<file path="config.mk">
export PLATFORM = sky130hd
export DESIGN_NAME = adc_out_ctrl
export DESIGN_NICKNAME = d
export VERILOG_FILES = /design/src/verilog/adc_out_pkg.sv /design/src/verilog/strap_sync.sv /design/src/verilog/word_pipe.sv /design/src/verilog/adc_out_ctrl.sv
export SDC_FILE = /design/constraint.sdc
export NUM_CORES = 1
export LEC_CHECK = 0
export BUFFER_PORTS_ARGS = -buffer_cell sky130_fd_sc_hd__buf_4
export CORE_MARGIN = 2
export CORE_UTILIZATION = 40
export DETAILED_ROUTE_END_ITERATION = 7
export SYNTH_ARGS = -nofsm -noshare
export SYNTH_HDL_FRONTEND = slang
export SYNTH_SLANG_ARGS = --single-unit
</file>
<file path="constraint.sdc">
create_clock -name clk_sys -period 8 [get_ports clk_sys]
set_input_delay 1.2 -clock clk_sys [delete_from_list [all_inputs] [get_ports clk_sys]]
set_output_delay 1.2 -clock clk_sys [all_outputs]
set_load 0.01 [all_outputs]
</file>
<file path="src/verilog/adc_out_pkg.sv">
package adc_out_pkg;

  // ------------------------------------------------------------------
  // conversion data path
  // ------------------------------------------------------------------
  localparam int CODE_WIDTH = 12;
  localparam int LATENCY_CYCLES = 5;
  // capture stage plus the five latency stages
  localparam int PIPE_DEPTH = LATENCY_CYCLES + 1;
  localparam int SYNC_STAGES = 2;
  localparam int STRAP_WIDTH = 4;
  localparam logic [CODE_WIDTH-1:0] CODE_ZERO = 12'h000;
  localparam logic [CODE_WIDTH-1:0] CODE_FULL = 12'hFFF;

  // strap positions inside the synchronised strap vector
  localparam int STRAP_MODE_LOW = 0;
  localparam int STRAP_MODE_HIGH = 1;
  localparam int STRAP_REF_SEL = 2;
  localparam int STRAP_OE_N = 3;
  localparam logic [STRAP_WIDTH-1:0] STRAP_RESET = 4'h9;

  // decode of {mode_select_high, mode_select_low}
  typedef enum logic [1:0] {
    MODE_POWER_DOWN = 2'b00,
    MODE_GAIN_ONE = 2'b01,
    MODE_GAIN_HALF = 2'b10,
    MODE_UNUSED = 2'b11
  } conv_mode_t;

  typedef struct packed {
    logic valid;
    logic over;
    logic [CODE_WIDTH-1:0] code;
  } sample_word_t;

  localparam int WORD_WIDTH = CODE_WIDTH + 2;
  localparam sample_word_t WORD_RESET = '{valid: 1'b0, over: 1'b0, code: CODE_ZERO};

  // ------------------------------------------------------------------
  // register map, byte addresses
  // ------------------------------------------------------------------
  localparam int ADDR_WIDTH = 5;
  localparam logic [ADDR_WIDTH-1:0] CTRL_OFFSET = 5'h00;
  localparam logic [ADDR_WIDTH-1:0] STATE_OFFSET = 5'h04;
  localparam logic [ADDR_WIDTH-1:0] IRQ_STATUS_OFFSET = 5'h08;
  localparam logic [ADDR_WIDTH-1:0] IRQ_MASK_OFFSET = 5'h0C;
  localparam logic [ADDR_WIDTH-1:0] LAST_SAMPLE_OFFSET = 5'h10;

  localparam int CTRL_STANDBY_BIT = 0;
  localparam logic CTRL_RESET = 1'b0;

  localparam int IRQ_WIDTH = 3;
  localparam int IRQ_OVER_BIT = 0;
  localparam int IRQ_MODE_BIT = 1;
  localparam int IRQ_UNUSED_BIT = 2;
  localparam logic [IRQ_WIDTH-1:0] IRQ_STATUS_RESET = 3'h0;
  localparam logic [IRQ_WIDTH-1:0] IRQ_MASK_RESET = 3'h0;

  localparam logic [31:0] READ_ZERO = 32'h00000000;

endpackage

</file>
<file path="src/verilog/strap_sync.sv">
`timescale 1ns/100ps

// two flip-flop synchroniser for slow pins; first stage feeds only the second
module strap_sync #(
  parameter int WIDTH = 1,
  parameter logic [WIDTH-1:0] RESET_VALUE = '0
) (
  input wire logic clk_sys,
  input wire logic reset,
  input wire logic [WIDTH-1:0] pin_in,
  output logic [WIDTH-1:0] pin_sync
);

  logic [WIDTH-1:0] meta_reg;
  logic [WIDTH-1:0] sync_reg;

  // ------------------------------------------------------------------
  // synchroniser chain
  // ------------------------------------------------------------------
  always_ff @(posedge clk_sys or posedge reset) begin
    if (reset) begin
      meta_reg <= RESET_VALUE;
      sync_reg <= RESET_VALUE;
    end else begin
      meta_reg <= pin_in;
      sync_reg <= meta_reg;
    end
  end

  assign pin_sync = sync_reg;

endmodule // strap_sync

</file>
<file path="src/verilog/word_pipe.sv">
`timescale 1ns/100ps

// fixed-depth shift pipeline; output is the last stage register
module word_pipe #(
  parameter int WIDTH = 8,
  parameter int DEPTH = 2
) (
  input wire logic clk_sys,
  input wire logic reset,
  input wire logic [WIDTH-1:0] word_in,
  output logic [WIDTH-1:0] word_out
);

  logic [DEPTH-1:0][WIDTH-1:0] stage_reg;
  logic [DEPTH-1:0][WIDTH-1:0] stage_next;

  // ------------------------------------------------------------------
  // shift one stage per clock
  // ------------------------------------------------------------------
  always_comb begin
    stage_next[0] = word_in;
    for (int i = 1; i < DEPTH; i++) begin
      stage_next[i] = stage_reg[i-1];
    end
  end

  always_ff @(posedge clk_sys or posedge reset) begin
    if (reset) begin
      stage_reg <= '0;
    end else begin
      stage_reg <= stage_next;
    end
  end

  assign word_out = stage_reg[DEPTH-1];

endmodule // word_pipe

</file>
<file path="src/verilog/adc_out_ctrl.sv">
// Design decisions made here: the register offsets and the Avalon-MM register port.
`timescale 1ns/100ps

// Behaviour
// - capture one sample per rising clock edge
// - result appears five rising edges later
// - mode straps decode; 11 is never applied
// - mode 00 powers down, no valid words
// - 12-bit result driven on parallel bus
// - output enable low drives, high floats
// - over-range flag travels with its sample
// - unsigned straight binary, clamped at extremes
// - output enable independent of sample timing
// - data, over-range and valid outputs change after the falling edge
module adc_out_ctrl (
  input wire logic clk_sys,
  input wire logic reset,
  input wire logic [11:0] conv_code,
  input wire logic conv_above_upper,
  input wire logic conv_below_lower,
  input wire logic mode_select_low,
  input wire logic mode_select_high,
  input wire logic reference_source_select,
  input wire logic output_enable_n,
  output logic [11:0] sample_data_bus,
  output logic sample_data_oe,
  output logic over_range_pin,
  output logic sample_valid,
  output logic reference_external,
  output logic analog_power_up,
  output logic gain_half,
  input wire logic [4:0] avs_address,
  input wire logic avs_read,
  input wire logic avs_write,
  input wire logic [31:0] avs_writedata,
  output logic [31:0] avs_readdata,
  output logic avs_waitrequest,
  output logic irq
);

  // ------------------------------------------------------------------
  // strap synchronisation
  // ------------------------------------------------------------------
  logic [adc_out_pkg::STRAP_WIDTH-1:0] strap_pins;
  logic [adc_out_pkg::STRAP_WIDTH-1:0] strap_sync;
  adc_out_pkg::conv_mode_t mode_now;
  logic standby_reg;
  logic running;

  assign strap_pins = {output_enable_n, reference_source_select, mode_select_high,
                       mode_select_low};

  strap_sync #(
    .WIDTH(adc_out_pkg::STRAP_WIDTH),
    .RESET_VALUE(adc_out_pkg::STRAP_RESET)
  ) u_strap_sync (
    .clk_sys(clk_sys),
    .reset(reset),
    .pin_in(strap_pins),
    .pin_sync(strap_sync)
  );

  assign mode_now = adc_out_pkg::conv_mode_t'({strap_sync[adc_out_pkg::STRAP_MODE_HIGH],
                                               strap_sync[adc_out_pkg::STRAP_MODE_LOW]});
  // power down unless a legal gain mode with standby clear
  assign running = ((mode_now == adc_out_pkg::MODE_GAIN_ONE) ||
                    (mode_now == adc_out_pkg::MODE_GAIN_HALF)) && !standby_reg;

  // ------------------------------------------------------------------
  // capture and pipeline
  // ------------------------------------------------------------------
  adc_out_pkg::sample_word_t cap_word;
  adc_out_pkg::sample_word_t pipe_out;

  // clamp out-of-span samples to the end codes
  // flag tagged onto the same word
  always_comb begin
    cap_word = adc_out_pkg::WORD_RESET;
    if (running) begin
      cap_word.valid = 1'b1;
      cap_word.over = conv_above_upper | conv_below_lower;
      if (conv_above_upper) begin
        cap_word.code = adc_out_pkg::CODE_FULL;
      end else if (conv_below_lower) begin
        cap_word.code = adc_out_pkg::CODE_ZERO;
      end else begin
        cap_word.code = conv_code;
      end
    end
  end

  // stage zero takes a sample every rising edge
  // five further stages give the fixed latency
  word_pipe #(
    .WIDTH(adc_out_pkg::WORD_WIDTH),
    .DEPTH(adc_out_pkg::PIPE_DEPTH)
  ) u_word_pipe (
    .clk_sys(clk_sys),
    .reset(reset),
    .word_in(cap_word),
    .word_out(pipe_out)
  );

  // ------------------------------------------------------------------
  // output stage on the falling edge
  // ------------------------------------------------------------------
  logic [11:0] data_reg;
  logic [11:0] data_next;
  logic over_reg;
  logic over_next;
  logic valid_reg;
  logic valid_next;

  // result onto the parallel bus, msb on line 11
  always_comb begin
    data_next = pipe_out.code;
    over_next = pipe_out.over;
    valid_next = pipe_out.valid;
  end

  // half a cycle of setup before the capturing rising edge
  always_ff @(negedge clk_sys or posedge reset) begin
    if (reset) begin
      data_reg <= adc_out_pkg::CODE_ZERO;
      over_reg <= 1'b0;
      valid_reg <= 1'b0;
    end else begin
      data_reg <= data_next;
      over_reg <= over_next;
      valid_reg <= valid_next;
    end
  end

  // ------------------------------------------------------------------
  // pin-facing status levels
  // ------------------------------------------------------------------
  logic oe_reg;
  logic oe_next;
  logic ref_ext_reg;
  logic ref_ext_next;
  logic power_reg;
  logic power_next;
  logic half_reg;
  logic half_next;
  adc_out_pkg::conv_mode_t mode_prev_reg;

  always_comb begin
    oe_next = !strap_sync[adc_out_pkg::STRAP_OE_N];
    ref_ext_next = strap_sync[adc_out_pkg::STRAP_REF_SEL];
    power_next = running;
    half_next = running && (mode_now == adc_out_pkg::MODE_GAIN_HALF);
  end

  always_ff @(posedge clk_sys or posedge reset) begin
    if (reset) begin
      oe_reg <= 1'b0;
      ref_ext_reg <= 1'b0;
      power_reg <= 1'b0;
      half_reg <= 1'b0;
      // matches the synchroniser reset so release raises no false mode event
      mode_prev_reg <= adc_out_pkg::MODE_GAIN_ONE;
    end else begin
      oe_reg <= oe_next;
      ref_ext_reg <= ref_ext_next;
      power_reg <= power_next;
      half_reg <= half_next;
      mode_prev_reg <= mode_now;
    end
  end

  // ------------------------------------------------------------------
  // register slave, one wait cycle per access
  // ------------------------------------------------------------------
  logic wait_reg;
  logic wait_next;
  logic [31:0] rdata_reg;
  logic [31:0] rdata_next;
  logic standby_next;
  logic [adc_out_pkg::IRQ_WIDTH-1:0] irq_status_reg;
  logic [adc_out_pkg::IRQ_WIDTH-1:0] irq_status_next;
  logic [adc_out_pkg::IRQ_WIDTH-1:0] irq_mask_reg;
  logic [adc_out_pkg::IRQ_WIDTH-1:0] irq_mask_next;
  logic [adc_out_pkg::IRQ_WIDTH-1:0] irq_events;
  logic irq_reg;
  logic irq_next;
  logic access_done;

  assign access_done = (avs_read || avs_write) && !wait_reg;

  // events: over-range output word, any mode change, the unused code
  always_comb begin
    irq_events = '0;
    irq_events[adc_out_pkg::IRQ_OVER_BIT] = pipe_out.valid && pipe_out.over;
    irq_events[adc_out_pkg::IRQ_MODE_BIT] = mode_now != mode_prev_reg;
    irq_events[adc_out_pkg::IRQ_UNUSED_BIT] = mode_now == adc_out_pkg::MODE_UNUSED;
  end

  // read data is built while waitrequest is still high
  always_comb begin
    wait_next = 1'b1;
    rdata_next = rdata_reg;
    standby_next = standby_reg;
    irq_mask_next = irq_mask_reg;
    irq_status_next = irq_status_reg | irq_events;
    if ((avs_read || avs_write) && wait_reg) begin
      wait_next = 1'b0;
      unique case (avs_address)
        adc_out_pkg::CTRL_OFFSET: rdata_next = {31'h00000000, standby_reg};
        adc_out_pkg::STATE_OFFSET: rdata_next = {27'h0000000, running, oe_reg,
                                                 ref_ext_reg, mode_now};
        adc_out_pkg::IRQ_STATUS_OFFSET: rdata_next = {29'h00000000, irq_status_reg};
        adc_out_pkg::IRQ_MASK_OFFSET: rdata_next = {29'h00000000, irq_mask_reg};
        adc_out_pkg::LAST_SAMPLE_OFFSET: rdata_next = {18'h00000, valid_reg, over_reg,
                                                       data_reg};
        default: rdata_next = adc_out_pkg::READ_ZERO;
      endcase
    end
    if (access_done && avs_write) begin
      if (avs_address == adc_out_pkg::CTRL_OFFSET) begin
        standby_next = avs_writedata[adc_out_pkg::CTRL_STANDBY_BIT];
      end
      if (avs_address == adc_out_pkg::IRQ_MASK_OFFSET) begin
        irq_mask_next = avs_writedata[adc_out_pkg::IRQ_WIDTH-1:0];
      end
    end
    // read clears, but an event in the same cycle stays set
    if (access_done && avs_read && (avs_address == adc_out_pkg::IRQ_STATUS_OFFSET)) begin
      irq_status_next = irq_events;
    end
    irq_next = |(irq_status_next & irq_mask_next);
  end

  always_ff @(posedge clk_sys or posedge reset) begin
    if (reset) begin
      wait_reg <= 1'b1;
      rdata_reg <= adc_out_pkg::READ_ZERO;
      standby_reg <= adc_out_pkg::CTRL_RESET;
      irq_status_reg <= adc_out_pkg::IRQ_STATUS_RESET;
      irq_mask_reg <= adc_out_pkg::IRQ_MASK_RESET;
      irq_reg <= 1'b0;
    end else begin
      wait_reg <= wait_next;
      rdata_reg <= rdata_next;
      standby_reg <= standby_next;
      irq_status_reg <= irq_status_next;
      irq_mask_reg <= irq_mask_next;
      irq_reg <= irq_next;
    end
  end

  assign sample_data_bus = data_reg;
  assign sample_data_oe = oe_reg;
  assign over_range_pin = over_reg;
  assign sample_valid = valid_reg;
  assign reference_external = ref_ext_reg;
  assign analog_power_up = power_reg;
  assign gain_half = half_reg;
  assign avs_readdata = rdata_reg;
  assign avs_waitrequest = wait_reg;
  assign irq = irq_reg;
endmodule // adc_out_ctrl

</file>
== Word level (Yosys, flattened, before mapping) ==
Cells that the tools add are included.

* Register bits: 153
* Bits in latches: 0
* RAM bits: 0
* ROM bits: 0
* Input port bits: 59
* Output and inout bits: 52
* Logic and storage cells: 57
* Memories kept: 0

* Add/sub/neg operators: 0
* Multiply operators: 0
* Div/mod/pow operators: 0
* Magnitude comparators: 0
* Eq/ne operators: 8
* Shift-type cells: 0
* Multiplexer cells: 8
* Bitwise gates (word level): 3
* Reduce and logical (&&, ||, !) cells: 16

{| class="wikitable"
|+ Operators by type and width
! operator !! number
|-
| $pmux W14 S5 || 1
|-
| $mux W12 || 2
|-
| $mux W14 || 1
|-
| $eq A5 B4 Y1 const B || 2
|-
| $mux W3 || 3
|-
| $logic_and A1 B1 Y1 || 8
|-
| $eq A5 B3 Y1 const B || 1
|-
| $eq A5 B5 Y1 const B || 1
|-
| $logic_not A5 Y1 || 1
|-
| $eq A2 B2 Y1 const B || 2
|-
| $and A3 B3 Y3 || 1
|-
| $logic_not A1 Y1 || 3
|-
| $or A3 B3 Y3 || 1
|-
| $reduce_or A3 Y1 || 1
|-
| $eq A2 B1 Y1 const B || 1
|-
| $logic_or A1 B1 Y1 || 2
|-
| $ne A2 B2 Y1 || 1
|-
| $reduce_and A2 Y1 || 1
|-
| $mux W1 || 1
|-
| $or A1 B1 Y1 || 1
|}

== Depth between registers and ports, before layout ==
* Word-level depth: 7
* Mapped depth: 7
* Mapped depth without buffers: 6

== Cells and area by module ==
From an unflattened synthesis, not the netlist that was laid out.

* Cells, all modules: 265
* Area, all modules: 4246.6 um^2

{| class="wikitable"
|+ By module, submodules not included
! module !! instances !! cells an instance !! area an instance (um^2) !! sequential area each (um^2)
|-
| word_pipe || 1 || 85 || 2105.8 || 2102.0
|-
| adc_out_ctrl || 1 || 171 || 1931.9 || 1078.5
|-
| strap_sync || 1 || 9 || 209.0 || 205.2
|}

==> results.toml <==
[status]
status = "finished clean"

[die]
fp.dieW_um = 107
area_of_the_core_region_um2 = 10300
design.die.area_um2 = 11500
die_outline_height_um = 107
design.portCount = 111
num_rows = 37
start_util = 0.412

[worst_setup_path]
worst_r2r_path_depth = 4
critical_path_required_ns = 6.80
timing.critical_path.buf_inv = 1
cpMaxStageDelayCell = "dfrtn_1"
cp.arrival_ns = 5.03
cp.depth = 1
max_stage_delay_ns = 0.45
crit_path_max_fanout = 2
critPathCaptureType = "output port"
timing.critical_path.cells = "buf_4"
critical-path-top-delay-family = "flip-flops"
cp-start-kind = "register"
timing.setup.critical_path_class = "reg2out"

[route]
drt-wirelength-per-cell_um = 13.3
drt_wl_total_um = 6740
drt_first_iter_violations = 155
drt_drc_violations_left = 0
first_pass_iters = 4
routed-via-count = 2198
vias_per_cell = 4.34
final_antenna_net_count = 0

[yosys]
post_synth_instance_area_um2 = 4250
yosysSeqAreaShare = 0.791
yosys_warning_count = 0
synth_top_cells_by_area = "dfrtp_1 (67%), dfrtn_1 (8.2%), dfstp_2 (3.7%)"
synthesis.instances = 280
flip_flop_and_latch_count_after_synthesis = 134
synth.largest_area_cell = "dfrtp_1"
synth_top_area_frac = 0.671
netlist-cell-type-count = 44
postSynthAreaPerCell_um2 = 15.2

[cells_and_area]
number_of_flip_flops_under_the_largest_register_name = 69
fin_cells = 506
layout.nets = 418
insertedDiodeCount = 0
layout-area-overhead-vs-synth_pct = 28.6
drive_gt1_frac = 0.311

[power_and_ir_drop]
p_leak_nw = 2.65
power_density_nw_per_um2 = 305
design_power_total_mw = 1.67
vdd.ir_drop.worst_mv = 0.154

[timing]
setup-tns-final_ns = 0
tightestPinTransition_ns = 0.973
final_critical_path_setup_slack_ns = 1.77
grt_setup_unrepaired = "false"
clock_skew_ns = 0.0719
hold_viol_final = 0
setup_violations = 0
timing.slew.headroom = 0.350
final.hold.worst_slack_ns = 0.344
final_max_slew_viols = 0

[global_route]
globalRoute.busiestLayer = "met2"
grt_max_degree = 38
grtUsageMet3 = 0.0492
antenna_found_initial = 0
track_usage = 0.135
first_pass_grt_wire_length_um = 11500
grt-ovfl-total = 0
vias_in_the_first_global_route = 2285
globalRouteMet1Util = 0.177
use_met2 = 0.202

[place]
place.detailed.hpwl_um = 4240
numPortBuffers = 63
dp_cells = 474
globalplace.congestion = 0.819
placement.setup.worst_slack_ns = 2.09

[min_path]
worst_hold_path.num_cells = 0
hold_path.class = "reg2reg"

[clocking]
clock_tree_from_tritoncts = "yes"
insertion_delay_ns = 0.50
postCtsSetupRepairBufs = 0
clockRootBuffer = "clkbuf_8"
htree_levels = 4
cts_resized = 0
cts_inserted_buffers = 17
cts.hold.buffers_added = 0
path_clk_slew_ns = 0.06
cts.path.max_buffers = 2
numClockSinks = 134

[job]
max_cap_viol_count = 0
[area by class of cell]
| class | count | area, um^2 |
|---|---|---|
| clock buffer | 19 | 442 |
| clock inverter | 13 | 196 |
| fill | 867 | 4860 |
| inverter | 9 | 37.5 |
| multi-input combinational | 127 | 738 |
| sequential | 134 | 3360 |
| tap | 136 | 170 |
| timing repair buffer | 68 | 523 |
[final timing paths]
kind | startpoint | end | slack, ns
min reg2reg | u_word_pipe.stage_next[69] | u_word_pipe.stage_next[83] | 0.34
max in group asynchronous | reset | sample_valid | 2.59
min | u_word_pipe.stage_next[69] | u_word_pipe.stage_next[83] | 0.34
min in group asynchronous | reset | u_word_pipe.stage_next[15] | 0.82
max | sample_data_bus[3] | sample_data_bus[3] | 1.77
max reg2reg | sample_data_bus[0] | avs_readdata[0] | 2.86
[through the flow]
| stage | util | area (um^2) |
|---|---|---|
| finish | 0.530 | 5470 |
| global route | 0.530 | 5470 |
| CTS | 0.530 | 5470 |
| detailed placement | 0.468 | 4830 |
| global placement | 0.468 | 4830 |
| floorplan | - | 4320 |
[cells in the final DEF, fill, tap and decap left out, types with 5 or more instances in the layout]
cell,instances
conb_1,18
nand2_1,21
dfrtp_1,114
dfrtn_1,14
clkbuf_16,16
a21oi_1,12
buf_4,67
nor2_1,15
o21ai_1,13
inv_1,8
dfstp_2,6
clkinvlp_4,5
[power by group]
group	switching (mW)	internal (mW)
Sequential	0.0228	0.742
Clock	0.285	0.527
Combinational	0.0519	0.0379
Total	0.360	1.31
[synthesized netlist by cell type, drive strengths merged]
library cell	n
dfrtp	114
nand2	22
buf	21
nor2	15
dfrtn	14
a21oi	13
o21ai	13
inv	9
clkbuf	6
dfstp	6
nand3	4
a32oi	3
and3	3
nand3b	3
or2	3
a21boi	2
a31oi	2
and2	2
ha	2
mux2	2
mux2i	2
xnor2	2
a211o	1
a211oi	1
a21o	1
a22oi	1
a2bb2oi	1
and3b	1
and4bb	1
conb	1
nand4b	1
nor2b	1
nor3	1
nor3b	1
nor4	1
nor4b	1
o21bai	1
o221ai	1
o22ai	1
[metal layers]
layer | routed length (um) | part of all wire
met2 | 3280 | 0.49
met4 | 38 | 0.0056
met1 | 3010 | 0.45
met3 | 406 | 0.060
met5 | 0 | 0
[cell families (layout without fill, tap and decap cells)]
kind of cell / count (synthesis) / in the layout / synth area share
AO/OA/AOI/OAI: 41 / 41 / 0.0609
buffers and inverters: 36 / 109 / 0.0506
multiplexers: 4 / 4 / 0.0100
other: 1 / 18 / 0.000882
adder cells (fa/ha/maj): 2 / 2 / 0.00589
flip-flops: 134 / 134 / 0.791
AND/OR/NAND/NOR: 60 / 60 / 0.0768
XOR/XNOR: 2 / 2 / 0.00412
Note: power is estimated with default switching activity, not from simulation.
